`src/verilog/motion_regs_cfg.svh`:
```
`ifndef MOTION_REGS_CFG_SVH
`define MOTION_REGS_CFG_SVH

// register offsets
`define OFS_GYRO_LOW_POWER_SETUP 8'h1E
`define OFS_MOTION_WAKE_THRESHOLD_X 8'h20
`define OFS_MOTION_WAKE_THRESHOLD_Y 8'h21
`define OFS_MOTION_WAKE_THRESHOLD_Z 8'h22
`define OFS_QUEUE_SOURCE_SELECT 8'h23
`define OFS_FRAME_SYNC_EVENT_STATUS 8'h36

// field positions
`define LP_ENABLE_BIT 7
`define LP_AVG_MSB 6
`define LP_AVG_LSB 4
`define QUEUE_RATE_BIT 4
`define QUEUE_ACCEL_BIT 3
`define SYNC_FLAG_BIT 7

// reset values
`define RST_BYTE 8'h00
`define RST_AVG 3'h0
`define RST_BIT 1'b0
`define RST_DIV_COUNT 8'h00
`define RST_FRAME 112'h0
`define RST_COUNT 4'h0

// frame byte counts
`define FRAME_BYTES_BOTH 4'hE
`define FRAME_BYTES_ONE 4'h8
`define FRAME_BYTES_NONE 4'h0
`define FRAME_PAD 48'h0000_0000_0000
`define BYTE_ZERO 8'h00
`define ONE_BYTE_COUNT 4'h1
`define DIV_STEP 8'h01
`define AVG_BASE 8'h01

`endif

```
`src/verilog/motion_regs_pkg.sv`:
```
package motion_regs_pkg;

   // one snapshot of all sensor outputs, 16 bits each
   typedef struct packed {
      logic [15:0] accel_x;
      logic [15:0] accel_y;
      logic [15:0] accel_z;
      logic [15:0] temp;
      logic [15:0] rate_x;
      logic [15:0] rate_y;
      logic [15:0] rate_z;
   } sensor_sample_type;

   // register port request
   typedef struct packed {
      logic write;
      logic read;
      logic [7:0] addr;
      logic [7:0] wdata;
   } reg_req_type;

   typedef enum logic [1:0] {
      SEQ_IDLE = 2'b01,
      SEQ_DRAIN = 2'b10
   } seq_state_type;

endpackage : motion_regs_pkg

```
`src/verilog/motion_lowpower_fifo_select_regs.sv`:
```
`timescale 1ns/10ps
`include "motion_regs_cfg.svh"

// Contract
// - bit 7 of low-power setup enables duty-cycled gyro; zero after reset.
// - bits 6:4 pick averaging of 1,2,4..128 samples; reset 000.
// - in low-power mode gyro filter follows averaging field, main lowpass ignored.
// - three eight-bit read/write wake thresholds, one per accelerometer axis.
// - rate queue bit 4 pushes temperature then rate X,Y,Z pairs each sample.
// - queueing continues even while the data path is in standby.
// - accel queue bit 3 pushes accel X,Y,Z pairs then temperature each sample.
// - both bits push 14 bytes: accel, temperature, rate, high byte first.
// - frame-sync flag bit 7 sets on its event, clears once read.
// - frame-sync event only when enabled, on input reaching selected level.
// - sample rate is filter rate divided by one plus eight-bit divider.
module motion_lowpower_fifo_select_regs
(
   // clock and reset
   input wire logic core_clk_i,
   input wire logic reset_i,
   // register port
   input wire motion_regs_pkg::reg_req_type reg_req_i,
   output logic [7:0] reg_rdata_o,
   output logic reg_rvalid_o,
   // settings held in neighbouring registers
   input wire logic [2:0] main_lowpass_select_i,
   input wire logic [7:0] sample_rate_divider_i,
   input wire logic frame_sync_irq_enable_i,
   input wire logic frame_sync_irq_polarity_i,
   // sensor side
   input wire logic frame_sync_input_i,
   input wire logic filter_rate_tick_i,
   input wire motion_regs_pkg::sensor_sample_type sample_i,
   // gyro filter control
   output logic gyro_lp_enable_o,
   output logic gyro_lp_average_mode_o,
   output logic [2:0] gyro_filter_select_o,
   output logic [7:0] gyro_average_count_o,
   // wake comparators
   output logic [7:0] motion_wake_thresh_x_o,
   output logic [7:0] motion_wake_thresh_y_o,
   output logic [7:0] motion_wake_thresh_z_o,
   // queue storage
   output logic fifo_push_o,
   output logic [7:0] fifo_byte_o,
   output logic sample_tick_o,
   // frame-sync event
   output logic frame_sync_irq_o
);

   ////////////////////////////////////////////////////////////////////////////
   // helpers

   function automatic logic [111:0] pack_frame(input motion_regs_pkg::sensor_sample_type s,
                                               input logic accel_en, input logic rate_en);
      logic [111:0] f;
      f = `RST_FRAME;
      if (accel_en && rate_en)
      begin
         f = {s.accel_x, s.accel_y, s.accel_z, s.temp, s.rate_x, s.rate_y, s.rate_z};
      end
      else if (accel_en)
      begin
         f = {s.accel_x, s.accel_y, s.accel_z, s.temp, `FRAME_PAD};
      end
      else if (rate_en)
      begin
         f = {s.temp, s.rate_x, s.rate_y, s.rate_z, `FRAME_PAD};
      end
      return f;
   endfunction : pack_frame

   function automatic logic [3:0] frame_length(input logic accel_en, input logic rate_en);
      logic [3:0] n;
      n = `FRAME_BYTES_NONE;
      if (accel_en && rate_en)
      begin
         n = `FRAME_BYTES_BOTH;
      end
      else if (accel_en || rate_en)
      begin
         n = `FRAME_BYTES_ONE;
      end
      return n;
   endfunction : frame_length

   ////////////////////////////////////////////////////////////////////////////
   // register file

   logic lp_enable_q;
   logic [2:0] lp_avg_q;
   logic [7:0] thresh_x_q;
   logic [7:0] thresh_y_q;
   logic [7:0] thresh_z_q;
   logic queue_rate_q;
   logic queue_accel_q;
   logic sync_flag_q;
   logic sync_prev_q;
   logic sync_event;
   logic sync_read;
   logic [7:0] rdata_d;

   assign sync_read = reg_req_i.read && (reg_req_i.addr == `OFS_FRAME_SYNC_EVENT_STATUS);

   // only the documented fields take writes; reserved bits are never stored
   always_ff @(posedge core_clk_i)
   begin
      if (reset_i)
      begin
         lp_enable_q <= `RST_BIT;
         lp_avg_q <= `RST_AVG;
         thresh_x_q <= `RST_BYTE;
         thresh_y_q <= `RST_BYTE;
         thresh_z_q <= `RST_BYTE;
         queue_rate_q <= `RST_BIT;
         queue_accel_q <= `RST_BIT;
      end
      else if (reg_req_i.write)
      begin
         if (reg_req_i.addr == `OFS_GYRO_LOW_POWER_SETUP)
         begin
            lp_enable_q <= reg_req_i.wdata[`LP_ENABLE_BIT];
            lp_avg_q <= reg_req_i.wdata[`LP_AVG_MSB:`LP_AVG_LSB];
         end
         else if (reg_req_i.addr == `OFS_MOTION_WAKE_THRESHOLD_X)
         begin
            thresh_x_q <= reg_req_i.wdata;
         end
         else if (reg_req_i.addr == `OFS_MOTION_WAKE_THRESHOLD_Y)
         begin
            thresh_y_q <= reg_req_i.wdata;
         end
         else if (reg_req_i.addr == `OFS_MOTION_WAKE_THRESHOLD_Z)
         begin
            thresh_z_q <= reg_req_i.wdata;
         end
         else if (reg_req_i.addr == `OFS_QUEUE_SOURCE_SELECT)
         begin
            queue_rate_q <= reg_req_i.wdata[`QUEUE_RATE_BIT];
            queue_accel_q <= reg_req_i.wdata[`QUEUE_ACCEL_BIT];
         end
      end
   end

   always_comb
   begin
      rdata_d = `BYTE_ZERO;
      if (reg_req_i.addr == `OFS_GYRO_LOW_POWER_SETUP)
      begin
         rdata_d[`LP_ENABLE_BIT] = lp_enable_q;
         rdata_d[`LP_AVG_MSB:`LP_AVG_LSB] = lp_avg_q;
      end
      else if (reg_req_i.addr == `OFS_MOTION_WAKE_THRESHOLD_X)
      begin
         rdata_d = thresh_x_q;
      end
      else if (reg_req_i.addr == `OFS_MOTION_WAKE_THRESHOLD_Y)
      begin
         rdata_d = thresh_y_q;
      end
      else if (reg_req_i.addr == `OFS_MOTION_WAKE_THRESHOLD_Z)
      begin
         rdata_d = thresh_z_q;
      end
      else if (reg_req_i.addr == `OFS_QUEUE_SOURCE_SELECT)
      begin
         rdata_d[`QUEUE_RATE_BIT] = queue_rate_q;
         rdata_d[`QUEUE_ACCEL_BIT] = queue_accel_q;
      end
      else if (reg_req_i.addr == `OFS_FRAME_SYNC_EVENT_STATUS)
      begin
         rdata_d[`SYNC_FLAG_BIT] = sync_flag_q;
      end
   end

   always_ff @(posedge core_clk_i)
   begin
      if (reset_i)
      begin
         reg_rdata_o <= `BYTE_ZERO;
         reg_rvalid_o <= `RST_BIT;
      end
      else
      begin
         reg_rvalid_o <= reg_req_i.read;
         if (reg_req_i.read)
         begin
            reg_rdata_o <= rdata_d;
         end
      end
   end

   ////////////////////////////////////////////////////////////////////////////
   // frame-sync event and read-to-clear flag

   // polarity one means active low, so the target level is its inverse
   assign sync_event = frame_sync_irq_enable_i && (frame_sync_input_i != sync_prev_q)
                        && (frame_sync_input_i == !frame_sync_irq_polarity_i);

   always_ff @(posedge core_clk_i)
   begin
      if (reset_i)
      begin
         sync_prev_q <= `RST_BIT;
         sync_flag_q <= `RST_BIT;
         frame_sync_irq_o <= `RST_BIT;
      end
      else
      begin
         sync_prev_q <= frame_sync_input_i;
         frame_sync_irq_o <= sync_event;
         // a new event in the read cycle survives, so it is never lost
         if (sync_event)
         begin
            sync_flag_q <= 1'b1;
         end
         else if (sync_read)
         begin
            sync_flag_q <= `RST_BIT;
         end
      end
   end

   ////////////////////////////////////////////////////////////////////////////
   // gyro filter control

   always_ff @(posedge core_clk_i)
   begin
      if (reset_i)
      begin
         gyro_lp_enable_o <= `RST_BIT;
         gyro_lp_average_mode_o <= `RST_BIT;
         gyro_filter_select_o <= `RST_AVG;
         gyro_average_count_o <= `AVG_BASE;
      end
      else
      begin
         gyro_lp_enable_o <= lp_enable_q;
         gyro_lp_average_mode_o <= lp_enable_q;
         gyro_filter_select_o <= lp_enable_q ? lp_avg_q : main_lowpass_select_i;
         gyro_average_count_o <= `AVG_BASE << lp_avg_q;
      end
   end

   always_ff @(posedge core_clk_i)
   begin
      if (reset_i)
      begin
         motion_wake_thresh_x_o <= `RST_BYTE;
         motion_wake_thresh_y_o <= `RST_BYTE;
         motion_wake_thresh_z_o <= `RST_BYTE;
      end
      else
      begin
         motion_wake_thresh_x_o <= thresh_x_q;
         motion_wake_thresh_y_o <= thresh_y_q;
         motion_wake_thresh_z_o <= thresh_z_q;
      end
   end

   ////////////////////////////////////////////////////////////////////////////
   // sample rate divider

   logic [7:0] div_count_q;
   logic sample_now;

   assign sample_now = filter_rate_tick_i && (div_count_q == sample_rate_divider_i);

   always_ff @(posedge core_clk_i)
   begin
      if (reset_i)
      begin
         div_count_q <= `RST_DIV_COUNT;
         sample_tick_o <= `RST_BIT;
      end
      else
      begin
         sample_tick_o <= sample_now;
         if (sample_now)
         begin
            div_count_q <= `RST_DIV_COUNT;
         end
         else if (filter_rate_tick_i)
         begin
            div_count_q <= div_count_q + `DIV_STEP;
         end
      end
   end

   ////////////////////////////////////////////////////////////////////////////
   // byte sequencer into the queue

   // a sample that arrives while a frame still drains is dropped whole,
   // so the queue never holds a torn frame
   motion_regs_pkg::seq_state_type seq_q;
   logic [111:0] frame_q;
   logic [3:0] left_q;
   logic [3:0] load_len;

   assign load_len = frame_length(queue_accel_q, queue_rate_q);

   always_ff @(posedge core_clk_i)
   begin
      if (reset_i)
      begin
         seq_q <= motion_regs_pkg::SEQ_IDLE;
         frame_q <= `RST_FRAME;
         left_q <= `RST_COUNT;
         fifo_push_o <= `RST_BIT;
         fifo_byte_o <= `BYTE_ZERO;
      end
      else
      begin
         fifo_push_o <= `RST_BIT;
         case (seq_q)
            motion_regs_pkg::SEQ_IDLE:
            begin
               // not gated by any standby state of the data paths
               if (sample_now && (load_len != `FRAME_BYTES_NONE))
               begin
                  frame_q <= pack_frame(sample_i, queue_accel_q, queue_rate_q);
                  left_q <= load_len;
                  seq_q <= motion_regs_pkg::SEQ_DRAIN;
               end
            end
            motion_regs_pkg::SEQ_DRAIN:
            begin
               fifo_push_o <= 1'b1;
               fifo_byte_o <= frame_q[111:104];
               frame_q <= {frame_q[103:0], `BYTE_ZERO};
               left_q <= left_q - `ONE_BYTE_COUNT;
               if (left_q == `ONE_BYTE_COUNT)
               begin
                  seq_q <= motion_regs_pkg::SEQ_IDLE;
               end
            end
            default:
            begin
               seq_q <= motion_regs_pkg::SEQ_IDLE;
            end
         endcase
      end
   end

endmodule : motion_lowpower_fifo_select_regs

```
`config.mk`:
```
export PLATFORM = sky130hd
export DESIGN_NAME = motion_lowpower_fifo_select_regs
export DESIGN_NICKNAME = d
export VERILOG_FILES = /design/src/verilog/motion_regs_pkg.sv /design/src/verilog/motion_lowpower_fifo_select_regs.sv
export VERILOG_INCLUDE_DIRS = /design/src /design/src/verilog
export SDC_FILE = /design/constraint.sdc
export NUM_CORES = 1
export LEC_CHECK = 0
export BUFFER_PORTS_ARGS = -buffer_cell sky130_fd_sc_hd__clkbuf_2
export CAP_MARGIN = 20
export CELL_PAD_IN_SITES_DETAIL_PLACEMENT = 0
export CELL_PAD_IN_SITES_GLOBAL_PLACEMENT = 1
export CORE_MARGIN = 5
export CORE_UTILIZATION = 44
export DETAILED_ROUTE_END_ITERATION = 10
export GPL_ROUTABILITY_DRIVEN = 1
export PLACE_DENSITY = 0.82
export SETUP_SLACK_MARGIN = 0.4
export SYNTH_ARGS = -nofsm -noshare
export SYNTH_HDL_FRONTEND = slang
export SYNTH_SLANG_ARGS = --single-unit
```
`constraint.sdc`:
```
create_clock -name core_clk_i -period 4.5 [get_ports core_clk_i]
set_input_delay 0.675 -clock core_clk_i [delete_from_list [all_inputs] [get_ports core_clk_i]]
set_output_delay 0.675 -clock core_clk_i [all_outputs]
set_load 0.03 [all_outputs]
```
==> impl_metrics.xml <==
<?xml version="1.0" encoding="UTF-8"?>
<metrics>
  <group name="die">
    <metric name="height_of_the_chip" unit="um">157</metric>
    <metric name="initial_utilization" unit="%">44.8</metric>
    <metric name="pin_count" unit="">204</metric>
    <metric name="floorplan.rows" unit="">53</metric>
    <metric name="die_area" unit="um2">24500</metric>
    <metric name="die_outline_width" unit="um">157</metric>
    <metric name="core" unit="um2">21100</metric>
  </group>
  <group name="cells_and_area">
    <metric name="area_growth" unit="%">18.9</metric>
    <metric name="insertedDiodeCount" unit="">0</metric>
    <metric name="largest_register" unit="">frame_q</metric>
    <metric name="layout.filler_cells" unit="">2057</metric>
    <metric name="largest_register_ff_count" unit="">112</metric>
    <metric name="final_layout_size_suffix_gt1_share" unit="%">21.0</metric>
    <metric name="design.final.nets" unit="">1405</metric>
    <metric name="fin_util" unit="%">53.3</metric>
  </group>
  <group name="worst_setup_path">
    <metric name="slowest_delay" unit="ns">0.90</metric>
    <metric name="setup.worst_path.end_class" unit="">register</metric>
    <metric name="timing.critical_path.slowest_stage_cell" unit="">sky130_fd_sc_hd__o211ai_4</metric>
    <metric name="critical_path_data_arrival_time" unit="ns">2.96</metric>
    <metric name="cp_cell_sequence" unit="">nand2b_1 &gt; o2111ai_1 &gt; or4_1 &gt; o211ai_4 &gt; o21ai_0</metric>
    <metric name="startpoint_type" unit="">register</metric>
    <metric name="worstPathRequired" unit="ns">4.84</metric>
    <metric name="timing.critical_path.max_delay_family" unit="">compound AO/OA/AOI/OAI gates</metric>
    <metric name="critical_path.reg2reg.startpoint" unit="">div_count_q[5]</metric>
    <metric name="critPathKind" unit="">register to register</metric>
    <metric name="reg2reg_setup_slack" unit="ns">1.88</metric>
    <metric name="worst-r2r-cell-count" unit="">5</metric>
    <metric name="critical_path.max_fanout" unit="">40</metric>
    <metric name="timing.critical_path.buf_inv" unit="">0</metric>
    <metric name="r2r_end" unit="">frame_q[11]</metric>
    <metric name="critical_path.startpoint" unit="">div_count_q[5]</metric>
  </group>
  <group name="cts">
    <metric name="clk_latency" unit="ns">0.51</metric>
    <metric name="ctsLongestPathBuffers" unit="">3</metric>
    <metric name="tritoncts.num_buffers" unit="">24</metric>
    <metric name="count_of_buffers_added_by_post_cts_timing_repair_for_setup" unit="">0</metric>
    <metric name="clock_pin_slew_on_the_worst_setup_and_hold_paths" unit="ns">0.06</metric>
    <metric name="cts-resized-gates" unit="">0</metric>
    <metric name="tritoncts" unit="">done</metric>
    <metric name="clockRootBuffer" unit="">sky130_fd_sc_hd__clkbuf_16</metric>
    <metric name="cts_num_sinks" unit="">214</metric>
    <metric name="cts_max_level" unit="">1</metric>
    <metric name="cts_hold_buffers" unit="">0</metric>
  </group>
  <group name="pwr">
    <metric name="power.density_cell_area" unit="nW/um2">351</metric>
    <metric name="maximum_resistive_drop_on_vdd" unit="mV">0.240</metric>
    <metric name="leakage_power" unit="nW">4.44</metric>
  </group>
  <group name="place">
    <metric name="hpwlAfterDp" unit="um">19300</metric>
    <metric name="gp_congestion" unit="">0.901</metric>
    <metric name="pre_cts_setup_slack" unit="ns">1.47</metric>
    <metric name="buffers_added_on_ports" unit="">203</metric>
  </group>
  <group name="grt">
    <metric name="antenna_violations_before_repair" unit="">0</metric>
    <metric name="grt_usage" unit="%">22.0</metric>
    <metric name="first_pass_grt_wire_length" unit="um">43500</metric>
    <metric name="grt.overflow.total" unit="">0</metric>
    <metric name="grt_max_degree" unit="">107</metric>
    <metric name="grt_pass1_vias" unit="">7670</metric>
  </group>
  <group name="synthesis">
    <metric name="ys_seq_area_share" unit="%">45.3</metric>
    <metric name="netlist-cell-type-count" unit="">58</metric>
    <metric name="ys.flop_type" unit="">sky130_fd_sc_hd__dfxtp_1</metric>
    <metric name="mean_post_synth_cell_area" unit="um2">8.52</metric>
    <metric name="synth_largest_area_cell" unit="">sky130_fd_sc_hd__dfxtp_1</metric>
    <metric name="postSynthCellCount" unit="">1109</metric>
    <metric name="synth.yosys.warnings" unit="">0</metric>
    <metric name="synthMostInstantiatedCell" unit="">sky130_fd_sc_hd__nand2_1</metric>
    <metric name="register_bit_count_reported_by_yosys" unit="">214</metric>
    <metric name="post_synth_most_frequent_cells" unit="">sky130_fd_sc_hd__nand2_1 (225), sky130_fd_sc_hd__dfxtp_1 (214), sky130_fd_sc_hd__a21oi_1 (91), sky130_fd_sc_hd__mux2i_1 (91), sky130_fd_sc_hd__a211oi_1 (66)</metric>
    <metric name="postSynthNetCount" unit="">1259</metric>
    <metric name="synth_edf_count" unit="">0</metric>
    <metric name="synth_top_cell_area_share" unit="%">45.3</metric>
    <metric name="synth_top_cells_by_area" unit="">sky130_fd_sc_hd__dfxtp_1 (45%), sky130_fd_sc_hd__mux2i_1 (9.6%), sky130_fd_sc_hd__nand2_1 (8.9%)</metric>
    <metric name="netlist_area" unit="um2">9450</metric>
    <metric name="async_flop_share" unit="%">0</metric>
  </group>
  <group name="sta">
    <metric name="layout_min_cycle_time" unit="ns">2.62</metric>
    <metric name="final-max-slew-violation-count" unit="">0</metric>
    <metric name="unrepaired_setup_endpoints_after_global_routing" unit="">no</metric>
    <metric name="finalClockSkew" unit="ns">0.0154</metric>
    <metric name="maxSlewHeadroom" unit="%">30.2</metric>
    <metric name="max_clock_freq" unit="GHz">0.381</metric>
    <metric name="hold_viol_final" unit="">0</metric>
    <metric name="fin_ws" unit="ns">1.88</metric>
    <metric name="worstMarginPinSlew" unit="ns">1.05</metric>
    <metric name="report.final.setup_viol" unit="">0</metric>
    <metric name="final.setup.tns" unit="ns">0</metric>
    <metric name="finalCritPeriodShare" unit="%">58.3</metric>
  </group>
  <group name="detailed_routing">
    <metric name="drc" unit="">0</metric>
    <metric name="ant_nets" unit="">0</metric>
    <metric name="post_drt_wl_per_cell" unit="um">18.4</metric>
    <metric name="route.final.wire_length" unit="um">28400</metric>
    <metric name="avgViaCountPerCell" unit="">5.50</metric>
    <metric name="initialDrtViolationCount" unit="">772</metric>
    <metric name="routed-via-count" unit="">8505</metric>
    <metric name="drt-pass1-iter-count" unit="">5</metric>
  </group>
  <group name="worst_hold_path">
    <metric name="worstHoldEndpoint" unit="">sync_prev_q</metric>
    <metric name="hp-start" unit="">frame_sync_input_i</metric>
    <metric name="min_delay_path_depth" unit="">2</metric>
    <metric name="hold_path_class" unit="">primary input to register</metric>
  </group>
  <group name="run_status">
    <metric name="status" unit="">finished clean</metric>
  </group>
  <group name="job">
    <metric name="drv_cap" unit="">0</metric>
  </group>
</metrics>
cell type report:
| class | instances | area, um2 | share of cell area, % |
|---|---|---|---|
| sequential | 214 | 4290 | 38.1 |
| clock inverter | 4 | 20.0 | 0.178 |
| inverter | 47 | 176 | 1.57 |
| multi-input combinational | 754 | 4600 | 40.9 |
| timing repair buffer | 214 | 1110 | 9.91 |
| clock buffer | 37 | 701 | 6.23 |
| tap | 275 | 344 | 3.06 |
worst max path at each step:
stage / depth (start not counted) / slack (ns) / end
global placement: 6 / 1.58 / frame_q[19]
global route: 5 / 1.67 / frame_q[24]
finish: 5 / 1.88 / frame_q[11]
CTS: 5 / 1.85 / frame_q[11]
floorplan: 8 / 2.34 / seq_q[0]
detailed placement: 6 / 1.47 / frame_q[11]
layer usage:
metal  vias to the layer above  part of all wire [%]  wire length, um  track usage (%)
li1                       4168                     -                -                -
met4                         0                   1.7              478             4.88
met3                        36                   7.8             2210             3.26
met2                       346                    42            11800             30.7
met5                         -                     0                0                0
met1                      3955                    49            13900             35.4
cells by family after synthesis:
family	synth area share, %
adder cells (fa/ha/maj)	0.397
AO/OA/AOI/OAI	19.8
multiplexers	9.99
XOR/XNOR	1.11
AND/OR/NAND/NOR	17.1
flip-flops	45.3
buffers and inverters	6.31
through the flow:
step | total power, mW | instance area (um2) | cells | hold slack, ns
after floorplan | 2.05 | 9450 | 1109 | 0.430
after global placement | 2.17 | 10500 | 1504 | 0.442
after detailed placement | 2.17 | 10500 | 1504 | 0.447
after CTS | 3.98 | 11200 | 1545 | 0.401
after global routing | 4.08 | 11200 | 1545 | 0.418
final | 3.95 | 11200 | 1545 | 0.414
power breakdown:
part / internal [mW] / leakage (nW) / switching (mW)
Clock: 1.06 / 0.356 / 0.751
Sequential: 1.90 / 1.73 / 0.00537
Combinational: 0.0809 / 2.35 / 0.147
Total: 3.05 / 4.44 / 0.903
layout by cell type, fill, tap and decap left out, drive strengths merged, types with 7 or more instances in the layout:
cell      n
nand2   225
mux2i    91
xnor2     7
nor3      9
nor2     45
nor2b    33
nand2b   10
dfxtp   214
a32oi    40
a211oi   67
a21oi    91
buf      12
clkbuf  239
o21ai    57
a22o      9
nand3    21
inv      47
(Power assumes the default switching activity.)
